File: config.mk
export PLATFORM = sky130hd
export DESIGN_NAME = flash_cmd_device_flat
export DESIGN_NICKNAME = d
export VERILOG_FILES = /design/src/flash_cmd_pkg.sv /design/src/flash_link_if.sv /design/src/flash_cmd_device.sv /design/src/flat_wrapper.sv
export SDC_FILE = /design/constraint.sdc
export NUM_CORES = 1
export LEC_CHECK = 0
export BUFFER_PORTS_ARGS = -buffer_cell sky130_fd_sc_hd__buf_2
export CAP_MARGIN = 20
export CORE_ASPECT_RATIO = 0.9
export CORE_MARGIN = 2
export CORE_UTILIZATION = 55
export CTS_CLUSTER_SIZE = 28
export DETAILED_ROUTE_END_ITERATION = 10
export PLACE_DENSITY = 0.82
export SLEW_MARGIN = 10
export SYNTH_ARGS = -nofsm -noshare
export SYNTH_HDL_FRONTEND = slang
export SYNTH_SLANG_ARGS = --single-unit
File: constraint.sdc
create_clock -name clk_in -period 3.6 [get_ports clk_in]
set_clock_uncertainty 0.1 [all_clocks]
set_input_delay 0.72 -clock clk_in [delete_from_list [all_inputs] [get_ports clk_in]]
set_output_delay 0.72 -clock clk_in [all_outputs]
set_load 0.02 [all_outputs]
File: src/flash_cmd_pkg.sv
/*
 * Shared constants for the serial flash identification, parameter-table
 * and suspend/resume command logic and for its host-side controller.
 * Assumes both ends run on one 200 MHz clock with the link clock sampled.
 */
package flash_cmd_pkg;
	// ------------------------------------------------------------
	// Opcodes
	// ------------------------------------------------------------
	localparam logic [7:0] OP_MAKER_DEVICE_ID = 8'h90;	// Two dummies, one address byte
	localparam logic [7:0] OP_THREE_BYTE_ID   = 8'h9F;	// Maker, type, capacity
	localparam logic [7:0] OP_UNIQUE_NUMBER   = 8'h4B;	// Four dummies then 128 bits
	localparam logic [7:0] OP_PARAM_TABLE     = 8'h5A;	// Three address bytes, one dummy
	localparam logic [7:0] OP_SUSPEND         = 8'h75;
	localparam logic [7:0] OP_RESUME          = 8'h7A;
	localparam logic [7:0] OP_STATUS_WRITE_1  = 8'h01;
	localparam logic [7:0] OP_STATUS_WRITE_2  = 8'h31;
	localparam logic [7:0] OP_STATUS_WRITE_3  = 8'h11;
	localparam logic [7:0] OP_SEC_ERASE       = 8'h44;
	localparam logic [7:0] OP_SEC_PROGRAM     = 8'h42;
	localparam logic [7:0] OP_ERASE_4K        = 8'h20;
	localparam logic [7:0] OP_ERASE_32K       = 8'h52;
	localparam logic [7:0] OP_ERASE_64K       = 8'hD8;
	localparam logic [7:0] OP_ERASE_CHIP_1    = 8'hC7;
	localparam logic [7:0] OP_ERASE_CHIP_2    = 8'h60;
	localparam logic [7:0] OP_PAGE_PROGRAM_1  = 8'h02;
	localparam logic [7:0] OP_PAGE_PROGRAM_2  = 8'h32;

	// ------------------------------------------------------------
	// Header bytes of the parameter table
	// ------------------------------------------------------------
	localparam logic [31:0] PT_SIGNATURE   = 32'h5044_4653;	// Sent low byte first
	localparam logic [7:0]  PT_MINOR_REV   = 8'h00;
	localparam logic [7:0]  PT_MAJOR_REV   = 8'h01;
	localparam logic [7:0]  PT_HEADER_CNT  = 8'h01;
	localparam logic [7:0]  PT_FILL        = 8'hFF;
	localparam logic [7:0]  PT_HDR0_ID     = 8'h00;
	localparam logic [7:0]  PT_HDR0_LEN    = 8'h09;
	localparam logic [23:0] PT_HDR0_PTR    = 24'h00_0030;
	localparam logic [7:0]  PT_HDR1_LEN    = 8'h03;
	localparam logic [23:0] PT_HDR1_PTR    = 24'h00_0060;
	localparam logic [7:0]  PT_ADDR_MASK   = 8'hFF;		// Table wraps at this address

	// ------------------------------------------------------------
	// Byte counts and timing
	// ------------------------------------------------------------
	localparam int MDID_DUMMY_BYTES  = 2;
	localparam int UNIQUE_DUMMY_BYTES = 4;
	localparam int PT_ADDR_BYTES     = 3;
	localparam int CLK_PERIOD_PS     = 5000;	// 200 MHz
	localparam int RESUME_TIME_NS    = 200;	// Longest time to raise in-progress
	localparam int RESUME_CYCLES     = (RESUME_TIME_NS * 1000) / CLK_PERIOD_PS;
	localparam int SUSPEND_TIME_NS   = 100;	// Assumed suspend latency limit
	localparam int SUSPEND_CYCLES    = (SUSPEND_TIME_NS * 1000) / CLK_PERIOD_PS;
	localparam int LINK_HALF_CYCLES  = 8;	// Host divider: 80 ns link clock
endpackage

File: src/flash_link_if.sv
/*
 * Serial link between the flash command logic and the host controller.
 * Assumes both ends share clk_in; the testbench instantiates and joins them.
 */
`timescale 1ns/100ps
interface flash_link_if;
	logic select_n;	// Chip select, active low, from host
	logic sclk;	// Serial clock from host
	logic si;	// Serial data to device
	logic so;	// Serial data to host

	modport device (input select_n, input sclk, input si, output so);
	modport host   (output select_n, output sclk, output si, input so);
endinterface

File: src/flash_cmd_device.sv
/*
 * Device end: decodes identification, unique-number, parameter-table and
 * suspend/resume commands from the serial link and shifts answers out.
 * Assumes select, clock and data arrive asynchronously and are synchronised
 * here; program/erase progress is reported by the array controller.
 */
`timescale 1ns/100ps
// Function
// - 90h, two dummies, address, then IDs
// - Address 00h maker first, 01h device first
// - ID pair repeats while select low
// - Bits leave on falling edge, MSB first
// - 9Fh returns maker, type, capacity
// - 9Fh ignored during program or erase
// - Raising select ends output, back to standby
// - Host avoids 9Fh in deep power-down
// - Suspend accepted only when busy, unsuspended
// - Suspend flag set now, busy cleared later
// - Program suspend refuses writes, erases, programs
// - Erase suspend refuses writes, erases; program allowed
// - Reset clears suspended state
// - Resume accepted only suspended and idle
// - Resume clears suspend, busy within 200 ns
// - 4Bh, four dummies, 128-bit number
// - 5Ah, three address bytes, one dummy
// - Table address increments and wraps
// - Table read refused during busy cycle
// - Signature and revision header bytes
// - First header: 9 dwords at 30h
// - Second header: maker, 3 dwords at 60h
module flash_cmd_device #(
	parameter logic [7:0]   MAKER_ID    = 8'hA5,	// Arbitrary value
	parameter logic [7:0]   DEVICE_ID   = 8'h17,	// Arbitrary value
	parameter logic [7:0]   MEM_TYPE    = 8'h40,	// Arbitrary value
	parameter logic [7:0]   CAPACITY    = 8'h18,	// Arbitrary value
	parameter logic [127:0] UNIQUE_NUM  = 128'h0123_4567_89AB_CDEF_0F1E_2D3C_4B5A_6978	// Arbitrary
) (
	input  wire logic       clk_in,
	input  wire logic       nrst_in,
	flash_link_if.device    link,
	input  wire logic       program_running_in,	// Page program under way
	input  wire logic       erase_running_in,	// Sector/block erase under way
	input  wire logic       write_running_in,	// Status write under way
	output logic            op_in_progress_flag_out,
	output logic [1:0]      suspended_flags_out,	// [0] program, [1] erase
	output logic            suspend_req_out,	// Pulse: halt array operation
	output logic            resume_req_out,	// Pulse: continue array operation
	output logic            cmd_refused_out	// Pulse: opcode refused in suspend
);
	// ------------------------------------------------------------
	// State
	// ------------------------------------------------------------
	typedef enum logic [4:0] {
		ST_OPCODE = 5'b00001,	// Collecting opcode
		ST_ARG    = 5'b00010,	// Collecting dummies and address
		ST_SEND   = 5'b00100,	// Shifting answer bytes
		ST_IGNORE = 5'b01000,	// Rest of frame ignored
		ST_DONE   = 5'b10000	// Opcode-only command handled
	} phase_t;

	typedef struct packed {
		logic [1:0]  cs_sync;	// Select synchroniser
		logic [2:0]  ck_sync;	// Clock synchroniser plus last value
		logic [1:0]  di_sync;	// Data synchroniser
		phase_t      phase;
		logic [7:0]  opcode;
		logic [7:0]  shreg;	// Incoming byte
		logic [2:0]  bitcnt;
		logic [2:0]  argcnt;	// Argument bytes still due
		logic [7:0]  addr;	// Order select or table address
		logic [4:0]  bytecnt;	// Answer byte index
		logic [7:0]  outbyte;	// Byte being shifted out
		logic        so;
		logic        busy;	// In-progress flag
		logic [1:0]  susp;
		logic [5:0]  timer;	// Suspend/resume latency
		logic        susp_pend;
		logic        resume_pend;
		logic        susp_req;
		logic        resume_req;
		logic        refused;
	} dev_state_t;

	dev_state_t st;
	dev_state_t next_st;

	// ------------------------------------------------------------
	// Functions
	// ------------------------------------------------------------
	// Parameter table lookup; unnamed addresses give the fill byte
	function automatic logic [7:0] table_byte(input logic [7:0] a);
		case (a)
			8'h00: table_byte = PT_SIG(0);
			8'h01: table_byte = PT_SIG(1);
			8'h02: table_byte = PT_SIG(2);
			8'h03: table_byte = PT_SIG(3);
			8'h04: table_byte = flash_cmd_pkg::PT_MINOR_REV;
			8'h05: table_byte = flash_cmd_pkg::PT_MAJOR_REV;
			8'h06: table_byte = flash_cmd_pkg::PT_HEADER_CNT;
			8'h08: table_byte = flash_cmd_pkg::PT_HDR0_ID;
			8'h09: table_byte = flash_cmd_pkg::PT_MINOR_REV;
			8'h0A: table_byte = flash_cmd_pkg::PT_MAJOR_REV;
			8'h0B: table_byte = flash_cmd_pkg::PT_HDR0_LEN;
			8'h0C: table_byte = flash_cmd_pkg::PT_HDR0_PTR[7:0];
			8'h0D: table_byte = flash_cmd_pkg::PT_HDR0_PTR[15:8];
			8'h0E: table_byte = flash_cmd_pkg::PT_HDR0_PTR[23:16];
			8'h10: table_byte = MAKER_ID;
			8'h11: table_byte = flash_cmd_pkg::PT_MINOR_REV;
			8'h12: table_byte = flash_cmd_pkg::PT_MAJOR_REV;
			8'h13: table_byte = flash_cmd_pkg::PT_HDR1_LEN;
			8'h14: table_byte = flash_cmd_pkg::PT_HDR1_PTR[7:0];
			8'h15: table_byte = flash_cmd_pkg::PT_HDR1_PTR[15:8];
			8'h16: table_byte = flash_cmd_pkg::PT_HDR1_PTR[23:16];
			default: table_byte = flash_cmd_pkg::PT_FILL;
		endcase
	endfunction

	// Signature byte n, low byte first
	function automatic logic [7:0] PT_SIG(input int n);
		PT_SIG = flash_cmd_pkg::PT_SIGNATURE[8*n +: 8];
	endfunction

	// Byte to send for a given command and answer index
	function automatic logic [7:0] answer_byte(input logic [7:0] op, input logic [7:0] a,
			input logic [4:0] idx);
		answer_byte = flash_cmd_pkg::PT_FILL;
		case (op)
			flash_cmd_pkg::OP_MAKER_DEVICE_ID: begin
				// Alternate forever; address bit 0 swaps the order
				answer_byte = (idx[0] ^ a[0]) ? DEVICE_ID : MAKER_ID;
			end
			flash_cmd_pkg::OP_THREE_BYTE_ID: begin
				case (idx)
					5'd0:    answer_byte = MAKER_ID;
					5'd1:    answer_byte = MEM_TYPE;
					5'd2:    answer_byte = CAPACITY;
					default: answer_byte = flash_cmd_pkg::PT_FILL;
				endcase
			end
			flash_cmd_pkg::OP_UNIQUE_NUMBER: begin
				// MSB byte first; past 16 bytes it repeats
				answer_byte = UNIQUE_NUM[8*(15 - int'(idx[3:0])) +: 8];
			end
			flash_cmd_pkg::OP_PARAM_TABLE: answer_byte = table_byte(a);
			default: answer_byte = flash_cmd_pkg::PT_FILL;
		endcase
	endfunction

	// Opcodes that a suspended program or erase must not see
	function automatic logic refused_in_suspend(input logic [7:0] op, input logic [1:0] s);
		logic common;
		common = (op == flash_cmd_pkg::OP_STATUS_WRITE_1) || (op == flash_cmd_pkg::OP_STATUS_WRITE_2)
			|| (op == flash_cmd_pkg::OP_STATUS_WRITE_3) || (op == flash_cmd_pkg::OP_SEC_ERASE)
			|| (op == flash_cmd_pkg::OP_ERASE_4K) || (op == flash_cmd_pkg::OP_ERASE_32K)
			|| (op == flash_cmd_pkg::OP_ERASE_64K) || (op == flash_cmd_pkg::OP_ERASE_CHIP_1)
			|| (op == flash_cmd_pkg::OP_ERASE_CHIP_2);
		refused_in_suspend = (s[1] && common)
			|| (s[0] && (common || (op == flash_cmd_pkg::OP_SEC_PROGRAM)
			|| (op == flash_cmd_pkg::OP_PAGE_PROGRAM_1)
			|| (op == flash_cmd_pkg::OP_PAGE_PROGRAM_2)));
	endfunction

	// ------------------------------------------------------------
	// Next-state logic
	// ------------------------------------------------------------
	logic       cs_low;	// Synchronised select
	logic       rise;	// Link clock rising edge
	logic       fall;	// Link clock falling edge
	logic [7:0] byte_in;	// Byte completed by this rising edge
	logic       array_busy;	// Array reports any long cycle

	always_comb begin
		next_st = st;
		next_st.cs_sync = {st.cs_sync[0], ~link.select_n};
		next_st.ck_sync = {st.ck_sync[1:0], link.sclk};
		next_st.di_sync = {st.di_sync[0], link.si};
		next_st.susp_req = 1'b0;
		next_st.resume_req = 1'b0;
		next_st.refused = 1'b0;
		cs_low = st.cs_sync[1];
		rise = st.ck_sync[1] & ~st.ck_sync[2];
		fall = ~st.ck_sync[1] & st.ck_sync[2];
		byte_in = {st.shreg[6:0], st.di_sync[1]};
		array_busy = program_running_in | erase_running_in | write_running_in;

		// Delayed flag moves after accepted suspend or resume
		if (st.timer != '0) begin
			next_st.timer = st.timer - 6'd1;
		end else if (st.susp_pend) begin
			next_st.busy = 1'b0;
			next_st.susp_pend = 1'b0;
		end else if (st.resume_pend) begin
			next_st.busy = 1'b1;
			next_st.resume_pend = 1'b0;
		end else if (st.susp == 2'b00) begin
			next_st.busy = program_running_in | erase_running_in;
		end

		if (!cs_low) begin
			// Deselect ends any command and returns to standby
			next_st.phase = ST_OPCODE;
			next_st.bitcnt = '0;
			next_st.so = 1'b0;
		end else begin
			case (st.phase)
				ST_OPCODE: begin
					if (rise) begin
						next_st.shreg = byte_in;
						next_st.bitcnt = st.bitcnt + 3'd1;
						if (st.bitcnt == 3'd7) begin
							next_st.opcode = byte_in;
							next_st.phase = ST_IGNORE;
							next_st.bytecnt = '0;
							case (byte_in)
								flash_cmd_pkg::OP_MAKER_DEVICE_ID: begin
									next_st.argcnt = 3'(flash_cmd_pkg::MDID_DUMMY_BYTES + 1);
									next_st.phase = ST_ARG;
								end
								flash_cmd_pkg::OP_THREE_BYTE_ID: begin
									// Not decoded while the array is busy
									if (!array_busy) next_st.phase = ST_SEND;
								end
								flash_cmd_pkg::OP_UNIQUE_NUMBER: begin
									next_st.argcnt = 3'(flash_cmd_pkg::UNIQUE_DUMMY_BYTES);
									next_st.phase = ST_ARG;
								end
								flash_cmd_pkg::OP_PARAM_TABLE: begin
									next_st.argcnt = 3'(flash_cmd_pkg::PT_ADDR_BYTES + 1);
									if (!array_busy) next_st.phase = ST_ARG;
								end
								flash_cmd_pkg::OP_SUSPEND: begin
									next_st.phase = ST_DONE;
									if (st.busy && st.susp == 2'b00 && !write_running_in) begin
										next_st.susp = {erase_running_in, program_running_in};
										next_st.susp_pend = 1'b1;
										next_st.timer = 6'(flash_cmd_pkg::SUSPEND_CYCLES - 1);
										next_st.susp_req = 1'b1;
									end
								end
								flash_cmd_pkg::OP_RESUME: begin
									next_st.phase = ST_DONE;
									if (st.susp != 2'b00 && !st.busy && !st.susp_pend) begin
										next_st.susp = 2'b00;
										next_st.resume_pend = 1'b1;
										next_st.timer = 6'(flash_cmd_pkg::RESUME_CYCLES - 1);
										next_st.resume_req = 1'b1;
									end
								end
								default: begin
									next_st.refused = refused_in_suspend(byte_in, st.susp);
								end
							endcase
						end
					end
				end
				ST_ARG: begin
					if (rise) begin
						next_st.shreg = byte_in;
						next_st.bitcnt = st.bitcnt + 3'd1;
						if (st.bitcnt == 3'd7) begin
							next_st.argcnt = st.argcnt - 3'd1;
							// Low address byte sits last for 90h, before the dummy for 5Ah
							if ((st.opcode == flash_cmd_pkg::OP_MAKER_DEVICE_ID && st.argcnt == 3'd1)
								|| (st.opcode == flash_cmd_pkg::OP_PARAM_TABLE
								&& st.argcnt == 3'd2)) begin
								next_st.addr = byte_in;
							end
							if (st.argcnt == 3'd1) next_st.phase = ST_SEND;
						end
					end
				end
				ST_SEND: begin
					if (fall) begin
						// Load at byte start, shift MSB first
						if (st.bitcnt == 3'd0) begin
							next_st.outbyte = answer_byte(st.opcode, st.addr, st.bytecnt);
							next_st.so = next_st.outbyte[7];
						end else begin
							next_st.so = st.outbyte[3'd7 - st.bitcnt];
						end
						next_st.bitcnt = st.bitcnt + 3'd1;
						if (st.bitcnt == 3'd7) begin
							next_st.bytecnt = st.bytecnt + 5'd1;
							if (st.opcode == flash_cmd_pkg::OP_PARAM_TABLE) begin
								next_st.addr = (st.addr + 8'd1) & flash_cmd_pkg::PT_ADDR_MASK;
							end
						end
					end
				end
				ST_IGNORE, ST_DONE: next_st.phase = st.phase;
				default: next_st.phase = ST_OPCODE;
			endcase
		end
	end

	// ------------------------------------------------------------
	// Registers; reset also drops any suspension
	// ------------------------------------------------------------
	always_ff @(posedge clk_in) begin
		if (!nrst_in) begin
			st <= '{phase: ST_OPCODE, default: '0};
		end else begin
			st <= next_st;
		end
	end

	assign link.so = st.so;
	assign op_in_progress_flag_out = st.busy;
	assign suspended_flags_out = st.susp;
	assign suspend_req_out = st.susp_req;
	assign resume_req_out = st.resume_req;
	assign cmd_refused_out = st.refused;
endmodule

File: src/flat_wrapper.sv
// flat-port wrapper written by rule: the top's interface ports become plain ports
module flash_cmd_device_flat 
#(
	parameter logic [7:0]   MAKER_ID    = 8'hA5,	                  
	parameter logic [7:0]   DEVICE_ID   = 8'h17,	                  
	parameter logic [7:0]   MEM_TYPE    = 8'h40,	                  
	parameter logic [7:0]   CAPACITY    = 8'h18,	                  
	parameter logic [127:0] UNIQUE_NUM  = 128'h0123_4567_89AB_CDEF_0F1E_2D3C_4B5A_6978	            
)
  (clk_in, nrst_in, program_running_in, erase_running_in, write_running_in, op_in_progress_flag_out, suspended_flags_out, suspend_req_out, resume_req_out, cmd_refused_out, link_select_n, link_sclk, link_si, link_so);
  flash_link_if link_i ();
  input  wire logic clk_in;
  input  wire logic nrst_in;
  input  wire logic program_running_in;
  input  wire logic erase_running_in;
  input  wire logic write_running_in;
  output logic op_in_progress_flag_out;
  output logic [1:0] suspended_flags_out;
  output logic suspend_req_out;
  output logic resume_req_out;
  output logic cmd_refused_out;
  input wire logic [$bits(link_i.select_n)-1:0] link_select_n;
  input wire logic [$bits(link_i.sclk)-1:0] link_sclk;
  input wire logic [$bits(link_i.si)-1:0] link_si;
  output wire logic [$bits(link_i.so)-1:0] link_so;
  assign link_i.select_n = link_select_n;
  assign link_i.sclk = link_sclk;
  assign link_i.si = link_si;
  assign link_so = link_i.so;
  flash_cmd_device #(.MAKER_ID(MAKER_ID), .DEVICE_ID(DEVICE_ID), .MEM_TYPE(MEM_TYPE), .CAPACITY(CAPACITY), .UNIQUE_NUM(UNIQUE_NUM)) u_core (.clk_in(clk_in), .nrst_in(nrst_in), .link(link_i), .program_running_in(program_running_in), .erase_running_in(erase_running_in), .write_running_in(write_running_in), .op_in_progress_flag_out(op_in_progress_flag_out), .suspended_flags_out(suspended_flags_out), .suspend_req_out(suspend_req_out), .resume_req_out(resume_req_out), .cmd_refused_out(cmd_refused_out));
endmodule
==> flow_summary.json, run 1 <==
{
  "syn-cell-area_um2": 4420,
  "leakagePower_nw": 1.72,
  "crit_type": "register to register",
  "fp.dieH_um": 89.1,
  "max_slew.worst_pin.slew_ps": 875,
  "nets": 577,
  "drtAntennaViolNets": 0,
  "cts-root-buf": "clkbuf_8",
  "grt_overflow": 0,
  "yosys.cell_types.count": 75,
  "cts_resized": 0,
  "post_cts_buffers": 0,
  "place_congestion": 0.959,
  "grtUsageTotal": 0.258,
  "cts_buffers": 9,
  "area_delta_synth_final_pct": 9.26,
  "vias": 4063,
  "hpwl_mm": 7.85,
  "arrival_ps": 3420,
  "synth_edf_count": 0,
  "grt_pass1_vias": 3736,
  "port_buffers": 14,
  "clock_latency_ps": 360,
  "hold_class": "register to register",
  "synth.avg_cell_area_um2": 8.10,
  "antenna_found_initial": 0,
  "syn_nets": 570,
  "power_frac_comb": 0.136,
  "fin_crit_ps": 3270,
  "p_seq_frac": 0.454,
  "switching_power_uw": 507,
  "min_period_over_period": 0.909,
  "worst_setup_path_start_kind": "register",
  "final-hold-violation-count": 0,
  "yosysSeqAreaShare": 0.349,
  "crit_path_end_kind": "register",
  "cts.sinks": 77,
  "rsz0062_at_grt": "no",
  "async_flop_share": 0,
  "drv_slew": 0,
  "drt-total-wl_mm": 10.9,
  "p_per_area_nw_per_um2": 421,
  "switching_share": 0.249,
  "vias_per_cell": 6.18,
  "initial_core_util": 0.559,
  "drt-wirelength-per-cell_um": 16.5,
  "tns_ps": 0,
  "required_ps": 3750,
  "num_io_pins": 15,
  "ys_ff_latch": 77,
  "dr.first_iter.drc_count": 491,
  "setup_violations": 0,
  "cap_violations": 0,
  "rows": 31,
  "diodes": 0,
  "max-slew-margin-rel": 0.408,
  "p_int_mw": 1.53,
  "drive_gt1_frac": 0.125,
  "holdWs_ps": 348,
  "grt_start_max_net_pins": 30,
  "fmaxAchievable_ghz": 0.306,
  "synth.yosys.warnings": 0,
  "cts_tree": "built",
  "core_um2": 7910,
  "grt_pass1_wl_mm": 18.1,
  "synthFlopType": "dfxtp_1",
  "htree_levels": 3,
  "ir_drop_v": 0.000232,
  "ctsHoldBuffers": 0,
  "die-area_um2": 8770,
  "syn_inst": 546,
  "drc": 0,
  "chipWidth_um": 98.5,
  "path_max_fanout": 8,
  "first_pass_iters": 5,
  "outcome": "complete, no violations",
  "clock_path_buffers": 2,
  "path_clk_slew_ps": 80,
  "p_clk_frac": 0.410
}
per-stage QoR:
step	utilization	setup WS [ps]	std cells	cell area, um2	power [mW]
global placement	0.578	569	641	4570	1.20
CTS	0.610	381	657	4830	2.04
global route	0.610	33.3	657	4830	2.13
finish	0.610	328	657	4830	2.03
detailed placement	0.578	404	641	4570	1.22
floorplan	-	740	546	4420	1.15
cells by family after synthesis:
group	after synthesis	share of synthesized area
xor gates and xnor gates	13	0.0258
buffers and inverters	52	0.0492
DFF	77	0.349
and+or+nand+nor	237	0.279
AOI/OAI and AO/OA	131	0.200
adders and majority gates	16	0.0453
muxes	20	0.0515
per-layer routing:
layer	up-vias	track usage	part of all wire
li1	1959	-	-
met1	1915	0.345	0.45
met2	166	0.420	0.46
met3	23	0.0586	0.068
met4	0	0.0834	0.022
met5	-	0	0
cell usage after synthesis (6+ instances only):
master	instances	share of area
a21oi_1	31	0.035
nor3_1	21	0.024
a21boi_0	7	0.012
o221a_2	6	0.015
nand3_1	15	0.017
ha_1	16	0.045
mux2i_1	16	0.036
clkbuf_1	24	0.020
nor2b_1	16	0.023
o21ai_0	37	0.042
xor2_1	7	0.014
xnor2_1	6	0.012
nand2_1	53	0.045
inv_1	20	0.017
nor2_1	65	0.055
and2_1	10	0.014
nand4_1	6	0.0085
dfxtp_1	77	0.35
nand2b_1	7	0.0099
critical path, cell delays in order, from the launching register on:
cell,delay (ps)
dfxtp_1,350
nor4b_4,350
and2_0,370
o2111ai_2,230
nor3_1,430
mux2i_1,170
nor2_1,240
inv_1,100
ha_1,200
and3_1,160
o21ai_1,140
nand2_1,90
a31o_2,220
cell type report:
| type | count | area (um2) |
|---|---|---|
| Fill cell | 663 | 3080 |
| Multi-Input combinational cell | 417 | 2660 |
| Sequential cell | 77 | 1540 |
| Clock buffer | 13 | 169 |
| Timing Repair Buffer | 25 | 153 |
| Tap cell | 99 | 124 |
| Inverter | 23 | 91.3 |
| Clock inverter | 3 | 90.1 |
layout by cell type (no fill, tap or decap), types with 10 or more instances in the layout:
| master | instances |
|---|---|
| buf_4 | 11 |
| buf_2 | 14 |
| nor2_1 | 65 |
| ha_1 | 16 |
| nand3_1 | 15 |
| clkbuf_8 | 12 |
| nor2b_1 | 16 |
| dfxtp_1 | 77 |
| nor3_1 | 21 |
| mux2i_1 | 16 |
| and2_1 | 10 |
| nand2_1 | 53 |
| o21ai_0 | 37 |
| inv_1 | 20 |
| a21oi_1 | 31 |
power by group through the flow:
stage | Combinational (mW) | Clock, mW | Sequential (mW)
floorplan | 0.210 | 0 | 0.942
global placement | 0.259 | 0 | 0.942
detailed placement | 0.272 | 0 | 0.943
CTS | 0.275 | 0.845 | 0.924
global route | 0.318 | 0.881 | 0.931
finish | 0.276 | 0.833 | 0.924
worst paths after layout:
kind | startpoint | endpoint | slack, ps | cells past startpoint
setup reg to reg | u_core.st[55] | register | 330 | 12
hold / removal | u_core.next_st[64] | u_core.byte_in[0] | 350 | 1
setup / recovery | u_core.st[55] | register | 330 | 12
hold reg to reg | u_core.next_st[64] | u_core.byte_in[0] | 350 | 1
Note: power is estimated with default switching activity, not from simulation.
==> run 2, diff against run 1 <==
--- a/config.mk
+++ b/config.mk
@@ -12,6 +12,7 @@
 export CORE_UTILIZATION = 55
 export CTS_CLUSTER_SIZE = 28
 export DETAILED_ROUTE_END_ITERATION = 10
+export GPL_TIMING_DRIVEN = 0
 export PLACE_DENSITY = 0.82
 export SLEW_MARGIN = 10
 export SYNTH_ARGS = -nofsm -noshare
==> flow_summary.json, run 2 (same netlist as run 1, synthesis figures left out) <==
{
  "crit_path_end_kind": "register",
  "worst_setup_path_start_kind": "register",
  "area_delta_synth_final_pct": 9.48,
  "htree_levels": 3,
  "final_cell_mix": "dfxtp_1, nor2_1, nand2_1",
  "grtUsageTotal": 0.264,
  "fmaxAchievable_ghz": 0.301,
  "initial_core_util": 0.559,
  "grt_start_max_net_pins": 14,
  "place_congestion": 0.907,
  "leakagePower_nw": 1.70,
  "postPlaceCellArea_um2": 4610,
  "antenna_found_initial": 0,
  "fp.dieH_um": 89.1,
  "max-slew-margin-rel": 0.450,
  "cts-root-buf": "clkbuf_8",
  "cts.sinks": 77,
  "path_clk_slew_ps": 90,
  "first_pass_iters": 5,
  "grt_overflow": 0,
  "hpwl_mm": 8.03,
  "diodes": 0,
  "min_period_over_period": 0.923,
  "chipWidth_um": 98.5,
  "drt-wirelength-per-cell_um": 16.3,
  "dr_wl_met3_um": 900,
  "final_area_um2": 4840,
  "hold_class": "register to register",
  "final-hold-violation-count": 0,
  "crit_type": "register to register",
  "dr_wl_met2_mm": 5.04,
  "nets": 594,
  "drc": 0,
  "drtAntennaViolNets": 0,
  "ir_drop_v": 0.000211,
  "drive_gt1_frac": 0.111,
  "p_per_area_nw_per_um2": 400,
  "clock_latency_ps": 360,
  "fin_crit_ps": 3320,
  "dr.first_iter.drc_count": 385,
  "required_ps": 3750,
  "rows": 31,
  "ctsHoldBuffers": 0,
  "clock_path_buffers": 2,
  "grt_pass1_vias": 3944,
  "cts_buffers": 9,
  "post_cts_buffers": 0,
  "multi_input_area_um2": 2670,
  "setup_violations": 0,
  "cts_resized": 0,
  "vias": 4146,
  "cap_violations": 0,
  "arrival_ps": 3470,
  "highest_layer": "met4",
  "n_fill_cell": 712,
  "path_max_fanout": 10,
  "drt-met1-wl_mm": 4.79,
  "port_buffers": 13,
  "die-area_um2": 8770,
  "cts_tree": "built",
  "grt_pass1_wl_mm": 18.5,
  "drv_slew": 0,
  "vias_per_cell": 6.15,
  "tns_ps": 0,
  "outcome": "complete, no violations",
  "num_io_pins": 15,
  "core_um2": 7910,
  "final_common_cell": "dfxtp_1",
  "max_slew.worst_pin.slew_ps": 812,
  "drt-total-wl_mm": 11.0,
  "ff_latch_area_um2": 1540
}
[run 2: critical path, cell delays in order (launching register included)]
cell and delay [ps]:
dfxtp_1 350, nor4b_4 430, and2_0 190, buf_2 180, o2111ai_2 200, nor3_2 250
buf_2 270, mux2i_1 130, nor2_1 240, inv_1 100, ha_1 180, and3_1 150
o21ai_1 140, nand2_1 80, a31o_2 210
[run 2: final cells by class]
class | instances | area share
clock buffers | 11 | 0.0292
flip-flops and latches | 77 | 0.319
plain buffers | 29 | 0.0261
inverters | 23 | 0.0189
multi-input cells | 417 | 0.551
well taps | 99 | 0.0256
clock inverters | 5 | 0.0173
repair buffers | 13 | 0.0134
[run 2: final timing paths]
kind	start	end	slack, ps	cells after the start
setup / recovery	u_core.st[55]	register	280	14
setup reg to reg	u_core.st[55]	register	280	14
hold reg to reg	u_core.next_st[64]	u_core.byte_in[0]	340	1
hold / removal	u_core.next_st[64]	u_core.byte_in[0]	340	1
[run 2: power breakdown]
group          switching [mW]  internal, mW  leakage, nW  total, mW
Clock                   0.327         0.411        0.106      0.738
Sequential             0.0310         0.892        0.623      0.923
Combinational           0.161         0.115        0.974      0.276
[run 2: per-stage QoR]
stage	total power, mW	hold WS (ps)	setup WS (ps)	util	cells
after floorplan	1.15	312	740	-	546
after global placement	1.20	315	313	0.583	658
after detailed placement	1.21	326	257	0.583	658
after CTS	1.94	347	234	0.611	674
after global routing	2.01	373	-0.0910	0.612	674
final	1.94	343	278	0.612	674
[run 2: layer usage]
| metal | global-route usage | vias to the layer above |
|---|---|---|
| li1 | - | 2000 |
| met1 | 0.324 | 1941 |
| met3 | 0.0696 | 30 |
| met2 | 0.449 | 175 |
| met5 | 0 | - |
| met4 | 0.103 | 0 |
